--- src/design/cwg_pkg.sv ---
// Package with register map, field positions and mode codes for the waveform unit
// Behaviour
// Outputs derived from selected pulse input
// Dead time delays each output turn-on
// Auto-shutdown ends active drive on fault
// Three-bit mode field selects six modes
// Software changes mode only while disabled; the code also accepts mode writes while enabled
// One pulse input, up to four outputs
// Half-bridge: true and inverted input copies
// Half-bridge inserts non-overlap dead band
// Steering has no effect in half-bridge
// Outputs C,D copy A,B with polarity bits
// Control bit 7 enables the block
// Load buffers on rise after fall
// Load bit cleared by hardware
// Load bit not settable with enable write
// Six-bit clocked independent rise/fall timers
// Load bit clears when buffers transfer
package waveform_pkg;
    localparam int ADDR_W = 4;
    localparam logic [ADDR_W-1:0] ADDR_CON0 = 4'h0;
    localparam logic [ADDR_W-1:0] ADDR_CON1 = 4'h4;
    localparam logic [ADDR_W-1:0] ADDR_DBR = 4'h8;
    localparam logic [ADDR_W-1:0] ADDR_DBF = 4'hC;
    localparam int EN_BIT = 7;
    localparam int LOAD_BIT = 6;
    localparam int MODE_LSB = 0;
    localparam int MODE_W = 3;
    localparam int POLA_BIT = 0;
    localparam int POLB_BIT = 1;
    localparam int OUT_C_POL_BIT = 2;
    localparam int OUT_D_POL_BIT = 3;
    localparam int STEER_LSB = 4;
    localparam int SHUT_BIT = 0;
    localparam int DB_W = 6;
    localparam logic [7:0] CON0_RESET = 8'h00;
    localparam logic [7:0] CON1_RESET = 8'h00;
    localparam logic [DB_W-1:0] DB_RESET = 6'h00;
    localparam logic [MODE_W-1:0] MODE_ASYNC_STEER = 3'h0;
    localparam logic [MODE_W-1:0] MODE_SYNC_STEER = 3'h1;
    localparam logic [MODE_W-1:0] MODE_FWD_FULL = 3'h2;
    localparam logic [MODE_W-1:0] MODE_REV_FULL = 3'h3;
    localparam logic [MODE_W-1:0] MODE_HALF = 3'h4;
    localparam logic [MODE_W-1:0] MODE_PUSH_PULL = 3'h5;
endpackage

--- src/design/pin_sync.sv ---
// Three-stage synchroniser that accepts a change once stages two and three agree
`timescale 1ns/1ps
`default_nettype none
module pin_sync (
    // Clock and reset
    input wire logic i_ref_clk,
    input wire logic i_arst_n,
    // Pin
    input wire logic i_pin,
    // Filtered level
    output logic o_level
);
    logic s1_reg;
    logic s2_reg;
    logic s3_reg;
    always_ff @(posedge i_ref_clk or negedge i_arst_n) begin
        if (!i_arst_n) begin
            s1_reg <= 1'b0;
            s2_reg <= 1'b0;
            s3_reg <= 1'b0;
            o_level <= 1'b0;
        end else begin
            s1_reg <= i_pin;
            s2_reg <= s1_reg;
            s3_reg <= s2_reg;
            if (s2_reg == s3_reg) begin
                o_level <= s3_reg;
            end
        end
    end
endmodule
`default_nettype wire

--- src/design/dead_band_timer.sv ---
// Six-bit clocked dead-band delay for one output turn-on
`timescale 1ns/1ps
`default_nettype none
module dead_band_timer #(
    parameter int W = 6
) (
    // Clock and reset
    input wire logic i_ref_clk,
    input wire logic i_arst_n,
    // Control
    input wire logic i_run,
    input wire logic [W-1:0] i_count,
    input wire logic i_req,
    // Delayed drive
    output logic o_drive
);
    logic [W-1:0] cnt_reg;
    always_ff @(posedge i_ref_clk or negedge i_arst_n) begin
        if (!i_arst_n) begin
            cnt_reg <= '0;
            o_drive <= 1'b0;
        end else if (!i_run || !i_req) begin
            cnt_reg <= '0;
            o_drive <= 1'b0;
        end else if (cnt_reg >= i_count) begin
            o_drive <= 1'b1;
        end else begin
            cnt_reg <= cnt_reg + 1'b1;
        end
    end
endmodule
`default_nettype wire

--- src/design/complementary_waveform_unit.sv ---
// Complementary waveform unit with Avalon-MM register slave
`timescale 1ns/1ps
`default_nettype none
module complementary_waveform_unit (
    // Clock and reset
    input wire logic i_ref_clk,
    input wire logic i_arst_n,
    // Avalon-MM slave
    input wire logic [waveform_pkg::ADDR_W-1:0] i_address,
    input wire logic i_read,
    input wire logic i_write,
    input wire logic [31:0] i_writedata,
    output logic [31:0] o_readdata,
    output logic o_waitrequest,
    // Pulse data and fault pins
    input wire logic i_pulse_data,
    input wire logic i_fault,
    // Drive outputs
    output logic o_drive_out_a,
    output logic o_drive_out_b,
    output logic o_drive_out_c,
    output logic o_drive_out_d
);
    import waveform_pkg::*;

    logic enable_reg;
    logic load_buffers_reg;
    logic [MODE_W-1:0] mode_reg;
    logic [7:0] con1_reg;
    logic shutdown_reg;
    logic [DB_W-1:0] dbr_shadow_reg;
    logic [DB_W-1:0] dbf_shadow_reg;
    logic [DB_W-1:0] dbr_reg;
    logic [DB_W-1:0] dbf_reg;
    logic data_prev_reg;
    logic fall_seen_reg;
    logic ack_reg;
    logic data_s;
    logic fault_s;
    logic rise_ev;
    logic fall_ev;
    logic load_now;
    logic wr_acc;
    logic rd_acc;
    logic [3:0] raw;
    logic [3:0] active;
    logic [3:0] drive_next;
    logic steer_a;
    logic steer_b;
    logic run;
    logic a_req;
    logic b_req;
    logic a_dly;
    logic b_dly;

    pin_sync u_data_sync (
        .i_ref_clk(i_ref_clk),
        .i_arst_n(i_arst_n),
        .i_pin(i_pulse_data),
        .o_level(data_s)
    );

    pin_sync u_fault_sync (
        .i_ref_clk(i_ref_clk),
        .i_arst_n(i_arst_n),
        .i_pin(i_fault),
        .o_level(fault_s)
    );

    // One-cycle wait state per access, then acknowledge
    assign wr_acc = i_write && ack_reg;
    assign rd_acc = i_read && ack_reg;

    always_ff @(posedge i_ref_clk or negedge i_arst_n) begin
        if (!i_arst_n) begin
            ack_reg <= 1'b0;
            o_waitrequest <= 1'b1;
        end else begin
            ack_reg <= (i_read || i_write) && !ack_reg;
            o_waitrequest <= !((i_read || i_write) && !ack_reg);
        end
    end

    always_ff @(posedge i_ref_clk or negedge i_arst_n) begin
        if (!i_arst_n) begin
            o_readdata <= '0;
        end else if ((i_read || i_write) && !ack_reg) begin
            case (i_address)
                ADDR_CON0: o_readdata <= {24'h00_0000, enable_reg, load_buffers_reg,
                                          3'h0, mode_reg};
                ADDR_CON1: o_readdata <= {24'h00_0000, con1_reg};
                ADDR_DBR: o_readdata <= {26'h00_0000, dbr_shadow_reg};
                ADDR_DBF: o_readdata <= {26'h00_0000, dbf_shadow_reg};
                default: o_readdata <= '0;
            endcase
        end
    end

    // Enable and mode
    always_ff @(posedge i_ref_clk or negedge i_arst_n) begin
        if (!i_arst_n) begin
            enable_reg <= CON0_RESET[EN_BIT];
            mode_reg <= CON0_RESET[MODE_W-1:0];
        end else if (wr_acc && i_address == ADDR_CON0) begin
            enable_reg <= i_writedata[EN_BIT];
            mode_reg <= i_writedata[MODE_LSB +: MODE_W]; // not enforced, mode written even while enabled
        end
    end

    // Load request: set only while already enabled, cleared on transfer
    always_ff @(posedge i_ref_clk or negedge i_arst_n) begin
        if (!i_arst_n) begin
            load_buffers_reg <= CON0_RESET[LOAD_BIT];
        end else if (wr_acc && i_address == ADDR_CON0 && enable_reg
                     && i_writedata[LOAD_BIT]) begin
            load_buffers_reg <= 1'b1;
        end else if (load_now || !enable_reg) begin
            load_buffers_reg <= 1'b0;
        end
    end

    always_ff @(posedge i_ref_clk or negedge i_arst_n) begin
        if (!i_arst_n) begin
            con1_reg <= CON1_RESET;
            dbr_shadow_reg <= DB_RESET;
            dbf_shadow_reg <= DB_RESET;
        end else if (wr_acc) begin
            case (i_address)
                ADDR_CON1: con1_reg <= i_writedata[7:0];
                ADDR_DBR: dbr_shadow_reg <= i_writedata[DB_W-1:0];
                ADDR_DBF: dbf_shadow_reg <= i_writedata[DB_W-1:0];
                default: con1_reg <= con1_reg;
            endcase
        end
    end

    // Edge tracking for buffer load
    assign rise_ev = data_s && !data_prev_reg;
    assign fall_ev = !data_s && data_prev_reg;
    assign load_now = load_buffers_reg && fall_seen_reg && rise_ev;

    always_ff @(posedge i_ref_clk or negedge i_arst_n) begin
        if (!i_arst_n) begin
            data_prev_reg <= 1'b0;
        end else begin
            data_prev_reg <= data_s;
        end
    end

    always_ff @(posedge i_ref_clk or negedge i_arst_n) begin
        if (!i_arst_n) begin
            fall_seen_reg <= 1'b0;
        end else if (!load_buffers_reg || load_now) begin
            fall_seen_reg <= 1'b0;
        end else if (fall_ev) begin
            fall_seen_reg <= 1'b1;
        end
    end

    always_ff @(posedge i_ref_clk or negedge i_arst_n) begin
        if (!i_arst_n) begin
            dbr_reg <= DB_RESET;
            dbf_reg <= DB_RESET;
        end else if (load_now) begin
            dbr_reg <= dbr_shadow_reg;
            dbf_reg <= dbf_shadow_reg;
        end
    end

    // Auto-shutdown latches on fault; software releases by writing zero
    always_ff @(posedge i_ref_clk or negedge i_arst_n) begin
        if (!i_arst_n) begin
            shutdown_reg <= 1'b0;
        end else if (fault_s) begin
            shutdown_reg <= 1'b1;
        end else if (wr_acc && i_address == ADDR_CON1 && !i_writedata[STEER_LSB + 4]) begin
            shutdown_reg <= 1'b0;
        end
    end

    assign run = enable_reg && !shutdown_reg;
    assign a_req = data_s;
    assign b_req = !data_s;

    dead_band_timer #(.W(DB_W)) u_rise_db (
        .i_ref_clk(i_ref_clk),
        .i_arst_n(i_arst_n),
        .i_run(run),
        .i_count(dbr_reg),
        .i_req(a_req),
        .o_drive(a_dly)
    );

    dead_band_timer #(.W(DB_W)) u_fall_db (
        .i_ref_clk(i_ref_clk),
        .i_arst_n(i_arst_n),
        .i_run(run),
        .i_count(dbf_reg),
        .i_req(b_req),
        .o_drive(b_dly)
    );

    assign steer_a = con1_reg[STEER_LSB];
    assign steer_b = con1_reg[STEER_LSB + 1];

    always_comb begin
        raw = 4'h0;
        case (mode_reg)
            MODE_HALF: raw = {b_dly, a_dly, b_dly, a_dly};
            MODE_PUSH_PULL: raw = {b_dly, a_dly, b_dly, a_dly};
            MODE_FWD_FULL: raw = {data_s, 1'b0, 1'b0, 1'b1};
            MODE_REV_FULL: raw = {1'b0, 1'b1, data_s, 1'b0};
            MODE_ASYNC_STEER, MODE_SYNC_STEER: raw = {1'b0, 1'b0, data_s && steer_b,
                                                      data_s && steer_a};
            default: raw = 4'h0;
        endcase
    end

    genvar g;
    generate
        for (g = 0; g < 4; g = g + 1) begin : g_out
            assign active[g] = run && raw[g];
            assign drive_next[g] = active[g] ^ con1_reg[POLA_BIT + g];
        end
    endgenerate

    always_ff @(posedge i_ref_clk or negedge i_arst_n) begin
        if (!i_arst_n) begin
            o_drive_out_a <= 1'b0;
            o_drive_out_b <= 1'b0;
            o_drive_out_c <= 1'b0;
            o_drive_out_d <= 1'b0;
        end else begin
            o_drive_out_a <= drive_next[0];
            o_drive_out_b <= drive_next[1];
            o_drive_out_c <= drive_next[2];
            o_drive_out_d <= drive_next[3];
        end
    end
endmodule
`default_nettype wire

--- config.mk ---
export PLATFORM = sky130hd
export DESIGN_NAME = complementary_waveform_unit
export DESIGN_NICKNAME = d
export VERILOG_FILES = /design/src/design/cwg_pkg.sv /design/src/design/pin_sync.sv /design/src/design/dead_band_timer.sv /design/src/design/complementary_waveform_unit.sv
export SDC_FILE = /design/constraint.sdc
export NUM_CORES = 1
export LEC_CHECK = 0
export ABC_AREA = 1
export CAP_MARGIN = 5
export CORE_MARGIN = 5
export CORE_UTILIZATION = 27
export CTS_CLUSTER_SIZE = 10
export DETAILED_ROUTE_END_ITERATION = 8
export DONT_BUFFER_PORTS = 1
export GPL_TIMING_DRIVEN = 1
export PLACE_DENSITY = 0.49
export SYNTH_ARGS = -nofsm -noshare
export SYNTH_HDL_FRONTEND = slang
export SYNTH_SLANG_ARGS = --single-unit
--- constraint.sdc ---
create_clock -name i_ref_clk -period 3.45 [get_ports i_ref_clk]
set_clock_uncertainty 0.05 [all_clocks]
set_input_delay 0.69 -clock i_ref_clk [delete_from_list [all_inputs] [get_ports i_ref_clk]]
set_output_delay 0.69 -clock i_ref_clk [all_outputs]
set_load 0.03 [all_outputs]
# Yosys cells after proc, flatten, opt, wreduce, memory -nomap -nowiden
# Index checks and enable logic that the tools add are counted.
# Widths: inputs -> output; s select.
[word_totals] register_bits=100 input_bits=42 output_inout_bits=37
[op_classes] eq_ne=12 n_reduce_logical=44 n_addsub=2 mux=16 magnitude_cmp=2 bitwise_logic=4
[ops] op="$pmux 8 s4" count=1
[ops] op="$mux 6" count=4
[ops] op="$logic_and 1x1->1" count=18
[ops] op="$pmux 4 s4" count=1
[ops] op="$add 6x1->6 const B" count=2
[ops] op="$ge 6x6->1" count=2
[ops] op="$mux 1" count=10
[ops] op="$reduce_bool 2->1" count=5
[ops] op="$logic_not 1->1" count=9
[ops] op="$eq 4x4->1 const B" count=2
[ops] op="$eq 3x2->1 const B" count=2
[ops] op="$eq 3x3->1 const B" count=2
[ops] op="$reduce_and 2->1" count=3
[ops] op="$logic_or 1x1->1" count=5
[ops] op="$eq 4x3->1 const B" count=1
[ops] op="$logic_not 4->1" count=1
[ops] op="$ne 2x1->1 const B" count=2
[ops] op="$reduce_or 2->1" count=2
[ops] op="$xor 1x1->1" count=4
[ops] op="$eq 3x1->1 const B" count=1
[ops] op="$logic_not 3->1" count=1
[ops] op="$eq 1x1->1" count=2

# Logic depth before layout (Yosys ltp)
[logic_depth] ltp_word=6 mapped_depth=11

# Modules after synthesis
# Synthesis repeated with hierarchy kept, for this count alone.
[unflattened] cells_unflattened=471 area_unflattened_um2=3965.1
[by_module_without_submodules] mod="complementary_waveform_unit" instances=1 area_each_um2=2638.8 seq_area_each_um2=1352.5 cells_each=297
[by_module_without_submodules] mod="dead_band_timer" instances=2 area_each_um2=546.8 seq_area_each_um2=175.2 cells_each=79
[by_module_without_submodules] mod="pin_sync" instances=2 area_each_um2=116.4 seq_area_each_um2=100.1 cells_each=8

# Worst setup path after synthesis
# OpenSTA, ideal clock, no wires.
[synth_timing] path_kind="in2reg" start="in i_address[1] (netlist name)" end="reg con1_reg[5]" path_buffers=1 slack_ns=1.874 t_arrival_ns=1.407 stages=7 cell_sequence="nor2_2 nand2_2 clkinv_2 nand2_4 buf_6 nand2_2 o21ai_2"
[synth_via] elab_chain_cells=2
[synth_rtl] item="start: declaration" line_no="complementary_waveform_unit.sv:9" rtl="input wire logic [waveform_pkg::ADDR_W-1:0] i_address,"
[synth_rtl] item="$eq 4x3->1" line_no="complementary_waveform_unit.sv:128" rtl="case (i_address)"
[synth_rtl] item="$reduce_and 2->1 (no source line)"
[synth_rtl] item="end signal: assignment" line_no="complementary_waveform_unit.sv:129" rtl="ADDR_CON1: con1_reg <= i_writedata[7:0];"
[synth_rtl] item="end signal: assignment" line_no="complementary_waveform_unit.sv:132" rtl="default: con1_reg <= con1_reg;"
[synth_rtl] item="end: declaration" line_no="complementary_waveform_unit.sv:29" rtl="logic [7:0] con1_reg;"
# No other way between the ends.
# A chain may end at the register's enable or synchronous reset.

# Final worst setup path
[layout_timing] start="reg u_rise_db.cnt_reg[5]" end="reg u_rise_db.cnt_reg[3]"
[layout_via] elab_chain_cells=2
[layout_rtl] item="start: declaration" line_no="dead_band_timer.sv:17" rtl="logic [W-1:0] cnt_reg;"
[layout_rtl] item="start signal: assignment" line_no="dead_band_timer.sv:28" rtl="cnt_reg <= cnt_reg + 1'b1;"
[layout_rtl] item="$ge 6x6->1" line_no="dead_band_timer.sv:25" rtl="end else if (cnt_reg >= i_count) begin"
[layout_rtl] item="$ne 2x1->1 (no source line)"
# No other way between the ends.

==> summary.md <==
| Metric | Value |
|---|---|
| Std cell rows | 43 |
| Combinational power share | 0.088 |
| RSZ-0062 raised after global routing | no |
| Fin Setup TNS | 0 ps |
| Hold Crit Class | in2async |
| Most common cell after layout, fill and taps aside | nand2_1 |
| RR Endpoint | u_rise_db.cnt_reg[3]$_DFFE_PN0P_ |
| NetSw | 0.630 mW |
| Cell Area, Synth | 3870 sq um |
| CTS hold repair buffers | 1 |
| Cell Pwr Density | 563 nW/um^2 |
| Setup crit end kind | flop |
| DRC | 0 |
| Largest net degree at the start of global routing | 76 |
| Leakage | 2.16 nW |
| CTS tree | yes |
| Postcts setup bufs | 0 |
| Most frequent cells in the layout | nand2_1, dfrtp_1, inv_1 |
| Die Span Y | 130 um |
| Root Driver | clkbuf_16 |
| Layout Utilization | 0.311 |
| Diode count | 0 |
| Routability cong. | 0.818 |
| PortBufs | 0 |
| Highest Clock Rate | 572 MHz |
| Setup-failing EPs final | 0 |
| Seq pwr share | 0.443 |
| Crit path time final | 1750 ps |
| Max Cap Viol | 0 |
| # IOs | 79 |
| Critical path launch point type | flop |
| Avg Inst Size Synth | 8.51 sq um |
| Initial Util | 0.277 |
| Worst Tran Pin Value | 649 ps |
| Clk_lat worst skew | 340 ps |
| CTS buffer count | 9 |
| Yosys cell types | 30 |
| Max Buffers Root-to-Sink | 2 |
| Final hold violations | 0 |
| Kind of critical path | reg2reg |
| Share of layout cells above drive strength 1 | 0.127 |
| Area delta synth->final | 12.4% |
| Slew margin rel. | 0.567 |
| TritonRoute pass-1 iters | 4 |
| Number of global-route vias before repair | 2761 |
| Routed wire length | 8.22 mm |
| Initial antenna violation count | 0 |
| ANT nets after route | 0 |
| Sinks on Clock Net | 76 |
| VDD IR max | 0.262 mV |
| First-pass GRT wire length | 13.7 mm |
| Post-DP HPWL | 5.98 mm |
| Vias per cell | 4.32 |
| Seq/Total Area, Yosys | 0.492 |
| # nets final | 516 |
| Max-slew violation count | 0 |
| FF-to-FF setup slack | 1700 ps |
| Worst reg2reg startpoint | u_rise_db.cnt_reg[5]$_DFFE_PN0P_ |
| Status | finished, final reports clean |
| WP data required | 3670 ps |
| Wire per inst | 12.7 um |
| Final period util | 0.507 |
| Yosys warnings | 0 |
| R2R cell count | 8 |
| P_int | 1.82 mW |
| Switching Fraction | 0.257 |
| WP data arrival | 1970 ps |
| Iteration-0 DRC Markers | 140 |
| Synthesized flop and latch total | 76 |
| DIE WIDTH | 130 um |
| Post-Synthesis Cells | 455 |
| Worst-path clk slew | 60 ps |
| Htree depth | 3 |
| Total track usage | 0.105 |
| Core Box Area | 14000 sq um |
| Critical Path Fanout Max | 7 |
| Clock Power Share | 0.469 |
| CTS resizes | 0 |
| Via count | 2787 |
| Grt total ovfl | 0 |
| Die ar. | 16800 sq um |
## worst max path at each step
stage                                     start                          endpoint  slack [ps]  depth (start not counted)
6_report       u_rise_db.cnt_reg[5]$_DFFE_PN0P_  u_rise_db.cnt_reg[3]$_DFFE_PN0P_        1700                          8
5_1_grt                            i_address[1]     dbr_shadow_reg[3]$_DFFE_PN0P_        1500                          4
4_1_cts        u_rise_db.cnt_reg[5]$_DFFE_PN0P_  u_rise_db.cnt_reg[3]$_DFFE_PN0P_        1730                          8
3_5_place_dp                       i_address[1]          shutdown_reg$_DFFE_PN0P_        1380                          6
3_3_place_gp                       i_address[1]          shutdown_reg$_DFFE_PN0P_        1400                          6
2_1_floorplan                      i_address[1]           con1_reg[5]$_DFFE_PN0N_        1870                          7
## metrics by stage
step	hold slack (ps)	cells	instance area [sq um]	setup slack (ps)	power (mW)
floorplan	281	478	3960	1870	1.26
global placement	286	628	3960	1400	1.29
detailed placement	285	628	3960	1380	1.30
CTS	139	645	4350	1730	2.48
global route	135	645	4350	1500	2.56
finish	150	645	4350	1700	2.45
## area by class of cell
class | instances | area (sq um)
Fill cell | 1493 | 9640
Sequential cell | 76 | 1900
Multi-Input combinational cell | 321 | 1640
Clock buffer | 9 | 225
Tap cell | 180 | 225
Inverter | 51 | 193
Clock inverter | 7 | 139
Timing Repair Buffer | 1 | 27.5
## critical path, cell delays in order (launching register included)
cell and delay (ps):
dfrtp_1 410, ha_1 300, nand2_1 100, inv_1 40
a21oi_1 240, nand2_1 240, nand2_2 170, nand2_1 70
nand2_1 60
## cells by family after synthesis
kind of cell	after synthesis	share of synthesized area
fa+ha+maj	16	0.0504
flops	76	0.492
buf+inv	81	0.108
other cells	1	0.000969
simple gates	223	0.255
xor+xnor	5	0.0113
compound gates	53	0.0824
## power groups by stage
stage / logic, mW / clock network [mW] / registers, mW
6_report: 0.215 / 1.15 / 1.09
5_1_grt: 0.247 / 1.21 / 1.10
4_1_cts: 0.220 / 1.17 / 1.09
3_5_place_dp: 0.197 / 0 / 1.10
3_3_place_gp: 0.193 / 0 / 1.10
2_1_floorplan: 0.186 / 0 / 1.08
## Yosys cell counts (all sizes together)
| cell | n | area share |
|---|---|---|
| inv | 50 | 0.048 |
| conb | 1 | 0.00097 |
| xnor2 | 2 | 0.0045 |
| a21oi | 15 | 0.019 |
| buf | 30 | 0.058 |
| clkinv | 1 | 0.0013 |
| o21ai | 36 | 0.059 |
| ha | 14 | 0.045 |
| nand2 | 141 | 0.15 |
| or2 | 2 | 0.0032 |
| nor3b | 1 | 0.0019 |
| dfrtp | 75 | 0.48 |
| xor2 | 3 | 0.0068 |
| maj3 | 2 | 0.0052 |
| nor2 | 30 | 0.038 |
| nand4 | 6 | 0.0097 |
| o21bai | 2 | 0.0039 |
| nand3 | 42 | 0.056 |
| dfstp | 1 | 0.0068 |
| nand3b | 1 | 0.0019 |
## layer usage
metal | share of wire | wire, um | up-vias | track usage
met4 | 0.013 | 106 | 0 | 0.0452
met2 | 0.49 | 4040 | 64 | 0.174
met1 | 0.45 | 3680 | 1301 | 0.130
met3 | 0.049 | 401 | 8 | 0.0287
met5 | 0 | 0 | - | 0
li1 | - | - | 1414 | -
(Power assumes the default switching activity.)
